===== src/core/bwu_pkg.sv =====
// package for the bus watch comparator match block
// shared widths, control field positions and range mode codes
package bwu_pkg;
	localparam int ADDR_W = 18;
	localparam int DATA_W = 16;
	// range control codes
	localparam logic [1:0] RANGE_OFF     = 2'h0;
	localparam logic [1:0] RANGE_INSIDE  = 2'h2;
	localparam logic [1:0] RANGE_OUTSIDE = 2'h3;
	// size select encodings
	localparam logic SIZE_WORD = 1'h0;
	localparam logic SIZE_BYTE = 1'h1;
	// direction select encodings
	localparam logic DIR_WRITE = 1'h0;
	localparam logic DIR_READ  = 1'h1;
	// register byte offsets
	localparam logic [5:0] OFS_A_ADDR = 6'h00;
	localparam logic [5:0] OFS_B_ADDR = 6'h04;
	localparam logic [5:0] OFS_C_ADDR = 6'h08;
	localparam logic [5:0] OFS_A_DATA = 6'h0C;
	localparam logic [5:0] OFS_A_MASK = 6'h10;
	localparam logic [5:0] OFS_CTRL   = 6'h14;
	localparam logic [5:0] OFS_STAT   = 6'h18;
	localparam logic [1:0] RESP_OKAY   = 2'h0;
	localparam logic [1:0] RESP_SLVERR = 2'h2;
	// per comparator control bits
	typedef struct packed {
		logic enable;
		logic breakpoint_request_enable;
		logic tag;
		logic invert;
		logic size_chk;
		logic size_sel;
		logic dir_chk;
		logic dir_sel;
	} bwu_ctl_type;
	// one observed cpu bus cycle
	typedef struct packed {
		logic              valid;
		logic [ADDR_W-1:0] addr;
		logic [DATA_W-1:0] data;
		logic              rd;
		logic              byte_acc;
		logic              background_debug_mode;
	} bwu_bus_type;
	typedef struct packed {
		logic              tag_hit;
		logic [ADDR_W-1:0] tag_addr;
	} bwu_tag_type;
	// all state of the top module
	typedef struct packed {
		logic [ADDR_W-1:0] addr_a;
		logic [ADDR_W-1:0] addr_b;
		logic [ADDR_W-1:0] addr_c;
		logic [DATA_W-1:0] data_a;
		logic [DATA_W-1:0] mask_a;
		bwu_ctl_type       ctl_a;
		bwu_ctl_type       ctl_b;
		bwu_ctl_type       ctl_c;
		logic [1:0]        range;
		logic [2:0]        match;
		logic [2:0]        breakpoint_request_enable;
		logic [2:0]        seen;
		logic              aw_ok;
		logic              w_ok;
		logic [5:0]        aw_addr;
		logic [31:0]       w_data;
		logic              bvalid;
		logic [1:0]        bresp;
		logic              rvalid;
		logic [31:0]       rdata;
		logic [1:0]        rresp;
	} bwu_state_type;
endpackage


===== src/core/bwu_match.sv =====
// bus watch comparator match logic with an axi4-lite register slave
// assumes a cpu bus that shows one qualified cycle per clk_sys edge
// and opcode tracking that reports the address of an executing tag
`timescale 1ns/10ps
module bwu_match
	import bwu_pkg::*;
(
	// clock and reset
	input  wire logic        clk_sys,
	input  wire logic        rst,
	// observed cpu bus and opcode tracking
	input  wire bwu_bus_type bus,
	input  wire bwu_tag_type tag,
	// match channels towards sequencer and breakpoint logic
	output logic [2:0]       match,
	output logic [2:0]       brk_req,
	// axi4-lite slave
	input  wire logic        s_awvalid,
	output logic             s_awready,
	input  wire logic [5:0]  s_awaddr,
	input  wire logic        s_wvalid,
	output logic             s_wready,
	input  wire logic [31:0] s_wdata,
	input  wire logic [3:0]  s_wstrb,
	output logic             s_bvalid,
	output logic [1:0]       s_bresp,
	input  wire logic        s_bready,
	input  wire logic        s_arvalid,
	output logic             s_arready,
	input  wire logic [5:0]  s_araddr,
	output logic             s_rvalid,
	output logic [31:0]      s_rdata,
	output logic [1:0]       s_rresp,
	input  wire logic        s_rready
);
	bwu_state_type s_q;
	bwu_state_type s_d;

	// exact address hit with direction and size qualification
	function automatic logic addr_hit(input logic [ADDR_W-1:0] ref_a,
		input bwu_ctl_type c, input logic use_size, input bwu_bus_type b);
		logic dir_ok;
		logic size_ok;
		dir_ok  = !c.dir_chk || (b.rd == c.dir_sel);
		size_ok = !use_size || !c.size_chk ||
			(b.byte_acc == c.size_sel);
		addr_hit = (b.addr == ref_a) && dir_ok && size_ok;
	endfunction

	// masked data compare, equality or difference
	function automatic logic data_hit(input logic [DATA_W-1:0] ref_d,
		input logic [DATA_W-1:0] msk, input logic inv,
		input logic [DATA_W-1:0] d);
		logic [DATA_W-1:0] diff;
		diff = (d ^ ref_d) & msk;
		if (inv) begin
			data_hit = |diff;
		end else begin
			data_hit = ~|diff;
		end
	endfunction

	// register read decode
	function automatic logic [31:0] reg_read(input bwu_state_type s,
		input logic [5:0] a);
		reg_read = 32'h0;
		if (a == OFS_A_ADDR) begin
			reg_read = {14'h0, s.addr_a};
		end else if (a == OFS_B_ADDR) begin
			reg_read = {14'h0, s.addr_b};
		end else if (a == OFS_C_ADDR) begin
			reg_read = {14'h0, s.addr_c};
		end else if (a == OFS_A_DATA) begin
			reg_read = {16'h0, s.data_a};
		end else if (a == OFS_A_MASK) begin
			reg_read = {16'h0, s.mask_a};
		end else if (a == OFS_CTRL) begin
			reg_read = {6'h0, s.range, s.ctl_c, s.ctl_b, s.ctl_a};
		end else if (a == OFS_STAT) begin
			reg_read = {26'h0, s.seen, s.match};
		end
	endfunction

	function automatic logic reg_known(input logic [5:0] a);
		reg_known = (a == OFS_A_ADDR) || (a == OFS_B_ADDR) ||
			(a == OFS_C_ADDR) || (a == OFS_A_DATA) ||
			(a == OFS_A_MASK) || (a == OFS_CTRL) || (a == OFS_STAT);
	endfunction

	// combinational match terms
	logic        quiet;
	logic        mode_rng;
	logic [15:0] bus_data;
	logic        a_f;
	logic        b_f;
	logic        c_f;
	logic        a_t;
	logic        b_t;
	logic        c_t;
	logic        in_f;
	logic        out_f;
	logic        in_t;
	logic        out_t;
	logic        rng_q;
	logic [2:0]  hit;
	logic        wr_go;

	// per comparator forced and tagged hits
	always_comb begin
		quiet    = bus.background_debug_mode;
		mode_rng = s_q.range[1];
		// word: low address byte arrives in data[15:8]; byte in data[7:0]
		bus_data = bus.byte_acc ? {bus.data[7:0], 8'h00} :
			bus.data;
		a_f = bus.valid && !quiet && s_q.ctl_a.enable && !s_q.ctl_a.tag &&
			addr_hit(s_q.addr_a, s_q.ctl_a, 1'b1, bus) &&
			data_hit(s_q.data_a, bus.byte_acc ?
			(s_q.mask_a & 16'hFF00) : s_q.mask_a, s_q.ctl_a.invert,
			bus_data);
		b_f = bus.valid && !quiet && s_q.ctl_b.enable && !s_q.ctl_b.tag &&
			addr_hit(s_q.addr_b, s_q.ctl_b, 1'b1, bus);
		c_f = bus.valid && !quiet && s_q.ctl_c.enable && !s_q.ctl_c.tag &&
			addr_hit(s_q.addr_c, s_q.ctl_c, 1'b0, bus);
		// tagged: only the exact opcode address counts
		a_t = tag.tag_hit && !quiet && s_q.ctl_a.enable && s_q.ctl_a.tag &&
			(tag.tag_addr == s_q.addr_a);
		b_t = tag.tag_hit && !quiet && s_q.ctl_b.enable && s_q.ctl_b.tag &&
			(tag.tag_addr == s_q.addr_b);
		c_t = tag.tag_hit && !quiet && s_q.ctl_c.enable && s_q.ctl_c.tag &&
			(tag.tag_addr == s_q.addr_c);
		// forced range, a's direction and data, no size
		rng_q = bus.valid && !quiet &&
			(!s_q.ctl_a.dir_chk || bus.rd == s_q.ctl_a.dir_sel) &&
			data_hit(s_q.data_a, bus.byte_acc ?
			(s_q.mask_a & 16'hFF00) : s_q.mask_a, s_q.ctl_a.invert,
			bus_data);
		in_f  = rng_q && (s_q.addr_a <= bus.addr) &&
			(bus.addr <= s_q.addr_b);
		out_f = rng_q && ((bus.addr < s_q.addr_a) ||
			(bus.addr > s_q.addr_b));
		// tagged range at word granularity
		in_t  = tag.tag_hit && !quiet &&
			(s_q.addr_a[ADDR_W-1:1] <= tag.tag_addr[ADDR_W-1:1]) &&
			(tag.tag_addr[ADDR_W-1:1] <= s_q.addr_b[ADDR_W-1:1]);
		out_t = tag.tag_hit && !quiet &&
			((tag.tag_addr[ADDR_W-1:1] < s_q.addr_a[ADDR_W-1:1]) ||
			(tag.tag_addr[ADDR_W-1:1] > s_q.addr_b[ADDR_W-1:1]));
		hit = {c_f || c_t, b_f || b_t, a_f || a_t};
		if (mode_rng && s_q.ctl_a.enable) begin
			// a's tag selects forced or tagged range; b is unused
			if (s_q.range == RANGE_INSIDE) begin
				hit[0] = s_q.ctl_a.tag ? in_t : in_f;
			end else begin
				hit[0] = s_q.ctl_a.tag ? out_t : out_f;
			end
			hit[1] = 1'b0;
		end else if (mode_rng) begin
			hit[1:0] = 2'b00;
		end
	end

	assign wr_go = s_q.aw_ok && s_q.w_ok && !s_q.bvalid;

	// next state: matches, register writes and bus handshakes
	always_comb begin
		s_d = s_q;
		// match and break fresh per cycle; only seen keeps hits from older cycles
		s_d.match = hit;
		s_d.breakpoint_request_enable = hit & {s_q.ctl_c.breakpoint_request_enable, s_q.ctl_b.breakpoint_request_enable && !mode_rng,
			s_q.ctl_a.breakpoint_request_enable};
		s_d.seen = s_q.seen | hit;
		if (s_awvalid && s_awready) begin
			s_d.aw_ok   = 1'b1;
			s_d.aw_addr = s_awaddr;
		end
		if (s_wvalid && s_wready) begin
			s_d.w_ok   = 1'b1;
			s_d.w_data = s_wdata;
		end
		if (wr_go) begin
			s_d.aw_ok  = 1'b0;
			s_d.w_ok   = 1'b0;
			s_d.bvalid = 1'b1;
			s_d.bresp  = reg_known(s_q.aw_addr) ? RESP_OKAY : RESP_SLVERR;
			if (s_q.aw_addr == OFS_A_ADDR) begin
				s_d.addr_a = s_q.w_data[ADDR_W-1:0];
			end else if (s_q.aw_addr == OFS_B_ADDR) begin
				s_d.addr_b = s_q.w_data[ADDR_W-1:0];
			end else if (s_q.aw_addr == OFS_C_ADDR) begin
				s_d.addr_c = s_q.w_data[ADDR_W-1:0];
			end else if (s_q.aw_addr == OFS_A_DATA) begin
				s_d.data_a = s_q.w_data[DATA_W-1:0];
			end else if (s_q.aw_addr == OFS_A_MASK) begin
				s_d.mask_a = s_q.w_data[DATA_W-1:0];
			end else if (s_q.aw_addr == OFS_CTRL) begin
				s_d.ctl_a = s_q.w_data[7:0];
				s_d.ctl_b = s_q.w_data[15:8];
				s_d.ctl_c = s_q.w_data[23:16];
				s_d.range = s_q.w_data[25:24];
			end else if (s_q.aw_addr == OFS_STAT) begin
				// write one to clear, new hits win
				s_d.seen = (s_q.seen & ~s_q.w_data[5:3]) | hit;
			end
		end
		if (s_q.bvalid && s_bready) begin
			s_d.bvalid = 1'b0;
		end
		if (s_arvalid && s_arready) begin
			s_d.rvalid = 1'b1;
			s_d.rdata  = reg_read(s_q, s_araddr);
			s_d.rresp  = reg_known(s_araddr) ? RESP_OKAY : RESP_SLVERR;
		end else if (s_q.rvalid && s_rready) begin
			s_d.rvalid = 1'b0;
		end
	end

	// state register
	always_ff @(posedge clk_sys or posedge rst) begin
		if (rst) begin
			s_q <= '0;
		end else begin
			s_q <= s_d;
		end
	end

	// port drive
	assign match     = s_q.match;
	assign brk_req   = s_q.breakpoint_request_enable;
	assign s_awready = !s_q.aw_ok;
	assign s_wready  = !s_q.w_ok;
	assign s_bvalid  = s_q.bvalid;
	assign s_bresp   = s_q.bresp;
	assign s_arready = !s_q.rvalid;
	assign s_rvalid  = s_q.rvalid;
	assign s_rdata   = s_q.rdata;
	assign s_rresp   = s_q.rresp;
endmodule


===== config.mk =====
export PLATFORM = sky130hd
export DESIGN_NAME = bwu_match
export DESIGN_NICKNAME = d
export VERILOG_FILES = /design/src/core/bwu_pkg.sv /design/src/core/bwu_match.sv
export SDC_FILE = /design/constraint.sdc
export NUM_CORES = 1
export LEC_CHECK = 0
export BUFFER_PORTS_ARGS = -buffer_cell sky130_fd_sc_hd__buf_4
export CORE_ASPECT_RATIO = 1.75
export CORE_MARGIN = 2
export CORE_UTILIZATION = 44
export DETAILED_ROUTE_END_ITERATION = 8
export GPL_TIMING_DRIVEN = 0
export PLACE_DENSITY = 0.69
export SYNTH_ARGS = -nofsm -noshare
export SYNTH_HDL_FRONTEND = slang
export SYNTH_SLANG_ARGS = --single-unit

===== constraint.sdc =====
create_clock -name clk_sys -period 17.1 [get_ports clk_sys]
set_input_delay 3.42 -clock clk_sys [delete_from_list [all_inputs] [get_ports clk_sys]]
set_output_delay 3.42 -clock clk_sys [all_outputs]
set_load 0.03 [all_outputs]

==> impl_metrics.xml <==
<?xml version="1.0" encoding="UTF-8"?>
<metrics>
  <group name="synthesis">
    <metric name="ys_async_sr_fraction" unit="%">100</metric>
    <metric name="synth_area" unit="mm^2">0.0106</metric>
    <metric name="postSynthAreaPerCell" unit="um^2">10.5</metric>
    <metric name="synth.top_cell.area_share" unit="%">43.9</metric>
    <metric name="ys_top_cells_by_area" unit="">sky130_fd_sc_hd__dfrtp_1 44%, sky130_fd_sc_hd__mux2_2 12%, sky130_fd_sc_hd__ha_1 8.3%</metric>
    <metric name="yosys.area.top_type" unit="">sky130_fd_sc_hd__dfrtp_1</metric>
    <metric name="dominantRegCellSynth" unit="">sky130_fd_sc_hd__dfrtp_1</metric>
    <metric name="synth-seq-cells" unit="">185</metric>
    <metric name="yosys_warnings" unit="">0</metric>
    <metric name="syn_inst" unit="">1003</metric>
    <metric name="edff_count_synth" unit="">0</metric>
    <metric name="synth.yosys.seq_area_share" unit="%">43.9</metric>
    <metric name="synth_cell_type_count" unit="">60</metric>
  </group>
  <group name="min_path">
    <metric name="min_path_type" unit="">flip-flop to flip-flop</metric>
    <metric name="hold_path_end" unit="">s_rdata[14]$_DFFE_PP0P_</metric>
    <metric name="hold_start" unit="">s_rdata[14]$_DFFE_PP0P_</metric>
    <metric name="hold-path-cell-count" unit="">2</metric>
  </group>
  <group name="drt">
    <metric name="detailedRoute.firstPassIterationCount" unit="">5</metric>
    <metric name="avg_vias_per_cell" unit="">5.73</metric>
    <metric name="post_route_ant_nets" unit="">0</metric>
    <metric name="totalWireLength" unit="um">35000</metric>
    <metric name="routedWlPerCell" unit="um">23.5</metric>
    <metric name="dr.first_iter.drc_count" unit="">467</metric>
    <metric name="route.detailed.drc" unit="">0</metric>
    <metric name="detailroute.via_count" unit="">8522</metric>
  </group>
  <group name="finish">
    <metric name="final_util" unit="%">53.3</metric>
    <metric name="multiInputGateArea" unit="mm^2">0.00527</metric>
    <metric name="area.growth.synth_to_final" unit="%">19.9</metric>
    <metric name="layout_cells_sized_above_1" unit="%">28.5</metric>
    <metric name="final-seq-area" unit="mm^2">0.00463</metric>
    <metric name="count_of_filler_cells_inserted_in_the_layout" unit="">2181</metric>
    <metric name="finalInstanceArea" unit="mm^2">0.0127</metric>
    <metric name="antenna_diodes" unit="">0</metric>
    <metric name="nNetsFinal" unit="">1350</metric>
  </group>
  <group name="timing">
    <metric name="rsz0062_at_grt" unit="">false</metric>
    <metric name="finalWorstSetupSlack" unit="ps">11510</metric>
    <metric name="finalClockSkew" unit="ps">6.89</metric>
    <metric name="final-setup-viol-count" unit="">0</metric>
    <metric name="fin_crit_sh" unit="%">32.7</metric>
    <metric name="fmaxAchievable" unit="GHz">0.179</metric>
    <metric name="min_cycle_time_layout" unit="ps">5590</metric>
    <metric name="final-max-slew-violation-count" unit="">0</metric>
    <metric name="total_negative_slack_for_setup_checks" unit="ps">0</metric>
    <metric name="tightest_pin_transition" unit="ps">1090</metric>
    <metric name="max_slew_margin" unit="%">26.3</metric>
    <metric name="hold_violations" unit="">0</metric>
  </group>
  <group name="setup_path">
    <metric name="path_common_cell" unit="">sky130_fd_sc_hd__mux2i_1</metric>
    <metric name="critical_path_peak_fanout" unit="">10</metric>
    <metric name="r2r-start" unit="">s_q[179]$_DFFE_PP0P_</metric>
    <metric name="timing.critical_path.arrival" unit="ps">5890</metric>
    <metric name="cells_traversed_along_the_worst_timing_path" unit="">buf_4, buf_6, mux2i_1, mux2i_1, a2111oi_1, nand4_1, xnor2_1, a221oi_1, a31oi_1</metric>
    <metric name="timing_worst_setup_path_type" unit="">primary input to flip-flop</metric>
    <metric name="timing.critical_path.required" unit="ps">17400</metric>
    <metric name="critical-path-max-stage-delay" unit="ps">600</metric>
    <metric name="reg2reg_setup_slack" unit="ps">14220</metric>
    <metric name="worst_r2r_path_depth" unit="">9</metric>
    <metric name="worst_r2r_end" unit="">brk_req[1]$_DFF_PP0_</metric>
    <metric name="critical_path.slowest_cell" unit="">sky130_fd_sc_hd__a2111oi_1</metric>
    <metric name="start_kind" unit="">primary input</metric>
    <metric name="endpoint_kind" unit="">flip-flop</metric>
  </group>
  <group name="global_routing">
    <metric name="grt_antenna_before_repair" unit="">0</metric>
    <metric name="first_global_vias" unit="">8625</metric>
    <metric name="grtUsageTotal" unit="%">28.3</metric>
    <metric name="global_route_wire_length_before_repair" unit="um">51800</metric>
    <metric name="grt_start_max_net_pins" unit="">106</metric>
    <metric name="gr-total-overflow" unit="">0</metric>
  </group>
  <group name="clock_network">
    <metric name="post_cts_hold_buffer_count" unit="">0</metric>
    <metric name="cts_buffers" unit="">17</metric>
    <metric name="root_driver" unit="">sky130_fd_sc_hd__clkbuf_16</metric>
    <metric name="clock_sink_count" unit="">185</metric>
    <metric name="cts_max_level" unit="">4</metric>
    <metric name="clkLatencyLatePin" unit="ps">450</metric>
    <metric name="tritoncts" unit="">yes</metric>
    <metric name="post_cts_resize_count" unit="">0</metric>
    <metric name="clk_path_buf_depth" unit="">2</metric>
    <metric name="clkSlewWorstSetupHoldPaths" unit="ps">70</metric>
    <metric name="post-cts-setup-buffers" unit="">0</metric>
  </group>
  <group name="floorplan">
    <metric name="floorplan.core_area" unit="mm^2">0.0237</metric>
    <metric name="rows" unit="">75</metric>
    <metric name="initial_core_util" unit="%">44.5</metric>
    <metric name="io_pins" unit="">159</metric>
    <metric name="fp.dieH" unit="um">209</metric>
    <metric name="dieWidth" unit="um">121</metric>
    <metric name="die_area" unit="mm^2">0.0253</metric>
  </group>
  <group name="power">
    <metric name="peakVddDrop" unit="uV">73.2</metric>
    <metric name="power_density" unit="mW/mm^2">129</metric>
    <metric name="p_leak" unit="uW">0.00601</metric>
    <metric name="fin_total_pwr" unit="uW">1630</metric>
  </group>
  <group name="placement">
    <metric name="gp_congestion" unit="">0.997</metric>
    <metric name="detailed_placement_hpwl" unit="um">27600</metric>
    <metric name="place_area" unit="mm^2">0.0120</metric>
    <metric name="buffer_ports.inserted" unit="">138</metric>
    <metric name="pre_cts_slack" unit="ps">11090</metric>
  </group>
  <group name="status">
    <metric name="status" unit="">complete, no violations</metric>
  </group>
  <group name="job">
    <metric name="maxCapViolations" unit="">0</metric>
  </group>
</metrics>
## sequential cells by signal, indices dropped and copies added (netlist names)
register / cells
s_rvalid: 1
s_bresp: 1
s_bvalid: 1
s_rdata: 26
match: 3
brk_req: 3
mode_rng: 1
s_q: 148
s_rresp: 1
## cell usage in the layout, fill, tap and decap left out, drive strengths merged, types with 18 or more instances in the layout
master  synthesis  routed
nor2           19      19
nand2          95      95
dfrtp         185     185
nand4          20      20
clkbuf         31      50
inv            53      58
mux2i          35      35
o21ai          81      81
buf            51     190
mux2          110     110
a22oi          18      18
a21oi          36      36
ha             70      70
xor2           43      43
## cell families (layout without fill, tap and decap cells)
| logic type | after synthesis | after routing | share of synthesized area, % |
|---|---|---|---|
| compound gates | 204 | 204 | 12.0 |
| xor+xnor | 57 | 57 | 4.73 |
| fa+ha+maj | 70 | 70 | 8.30 |
| buf+inv | 135 | 305 | 6.44 |
| flops | 185 | 185 | 43.9 |
| mux | 145 | 145 | 15.1 |
| other cells | 1 | 8 | 0.0355 |
| simple gates | 206 | 206 | 9.58 |
## report_power, final
| group | internal, uW | leakage, uW | switching (uW) |
|---|---|---|---|
| logic | 228 | 0.00327 | 257 |
| registers | 559 | 0.00244 | 159 |
| clock network | 247 | 0.000301 | 181 |
| total | 1030 | 0.00601 | 597 |
## cells in the mapped netlist, types with 3 or more instances
library cell / n
sky130_fd_sc_hd__xor2_1: 43
sky130_fd_sc_hd__a22oi_1: 18
sky130_fd_sc_hd__nand3b_1: 3
sky130_fd_sc_hd__buf_2: 6
sky130_fd_sc_hd__and3_1: 10
sky130_fd_sc_hd__o211ai_1: 6
sky130_fd_sc_hd__a31oi_1: 4
sky130_fd_sc_hd__clkbuf_1: 31
sky130_fd_sc_hd__a22o_1: 8
sky130_fd_sc_hd__mux2_2: 110
sky130_fd_sc_hd__nor4_1: 7
sky130_fd_sc_hd__nand3_1: 14
sky130_fd_sc_hd__inv_1: 53
sky130_fd_sc_hd__o21a_1: 3
sky130_fd_sc_hd__ha_1: 70
sky130_fd_sc_hd__o21ai_0: 81
sky130_fd_sc_hd__nand4_1: 20
sky130_fd_sc_hd__xnor2_1: 14
sky130_fd_sc_hd__nor2b_1: 9
sky130_fd_sc_hd__o221ai_1: 6
sky130_fd_sc_hd__nor2_1: 19
sky130_fd_sc_hd__nand2b_1: 7
sky130_fd_sc_hd__dfrtp_1: 185
sky130_fd_sc_hd__and2_1: 4
sky130_fd_sc_hd__a21o_1: 6
sky130_fd_sc_hd__buf_4: 42
sky130_fd_sc_hd__nor3b_1: 3
sky130_fd_sc_hd__a21oi_1: 36
sky130_fd_sc_hd__a211oi_1: 5
sky130_fd_sc_hd__nor3_1: 5
sky130_fd_sc_hd__or2b_2: 3
sky130_fd_sc_hd__nand2_1: 95
sky130_fd_sc_hd__mux2i_1: 35
sky130_fd_sc_hd__o22ai_1: 11
## final cells by class
| class | count | share of cell area (%) |
|---|---|---|
| Clock buffer | 19 | 3.42 |
| Sequential cell | 185 | 36.6 |
| Clock inverter | 12 | 1.48 |
| Timing Repair Buffer | 139 | 8.40 |
| Multi-Input combinational cell | 690 | 41.7 |
| Inverter | 53 | 1.63 |
| Buffer | 82 | 3.80 |
| Tap cell | 308 | 3.04 |
## critical path: cells and delay by family
family / cells / cell delay (ps)
AOI/OAI and AO/OA: 3 / 1320
muxes: 2 / 400
buffers and inverters: 2 / 260
and+or+nand+nor: 1 / 250
xor gates and xnor gates: 1 / 240
## metrics by stage
step,cells,hold WS (ps)
6_report,1488,479
3_5_place_dp,1457,467
4_1_cts,1488,482
3_3_place_gp,1456,462
2_1_floorplan,1010,451
5_1_grt,1488,509
## worst max-delay path by stage
stage	from	end	slack, ps	cells past startpoint
6_report	bus[1]	brk_req[0]$_DFF_PP0_	11510	9
3_5_place_dp	bus[1]	brk_req[0]$_DFF_PP0_	11090	9
2_1_floorplan	rst	brk_req[0]$_DFF_PP0_	8650	1
5_1_grt	bus[1]	brk_req[0]$_DFF_PP0_	11450	9
4_1_cts	bus[1]	brk_req[0]$_DFF_PP0_	11570	9
3_3_place_gp	rst	s_q[46]$_DFFE_PP0P_	6370	2
## per-layer routing
metal,vias to the layer above,track usage (%),share of wire (%)
li1,3857,-,-
met1,4217,31.7,37
met2,328,48.8,51
met3,120,4.12,4.7
met4,0,19.1,7.7
met5,-,0,0
Power figures use the tool's default switching activity.
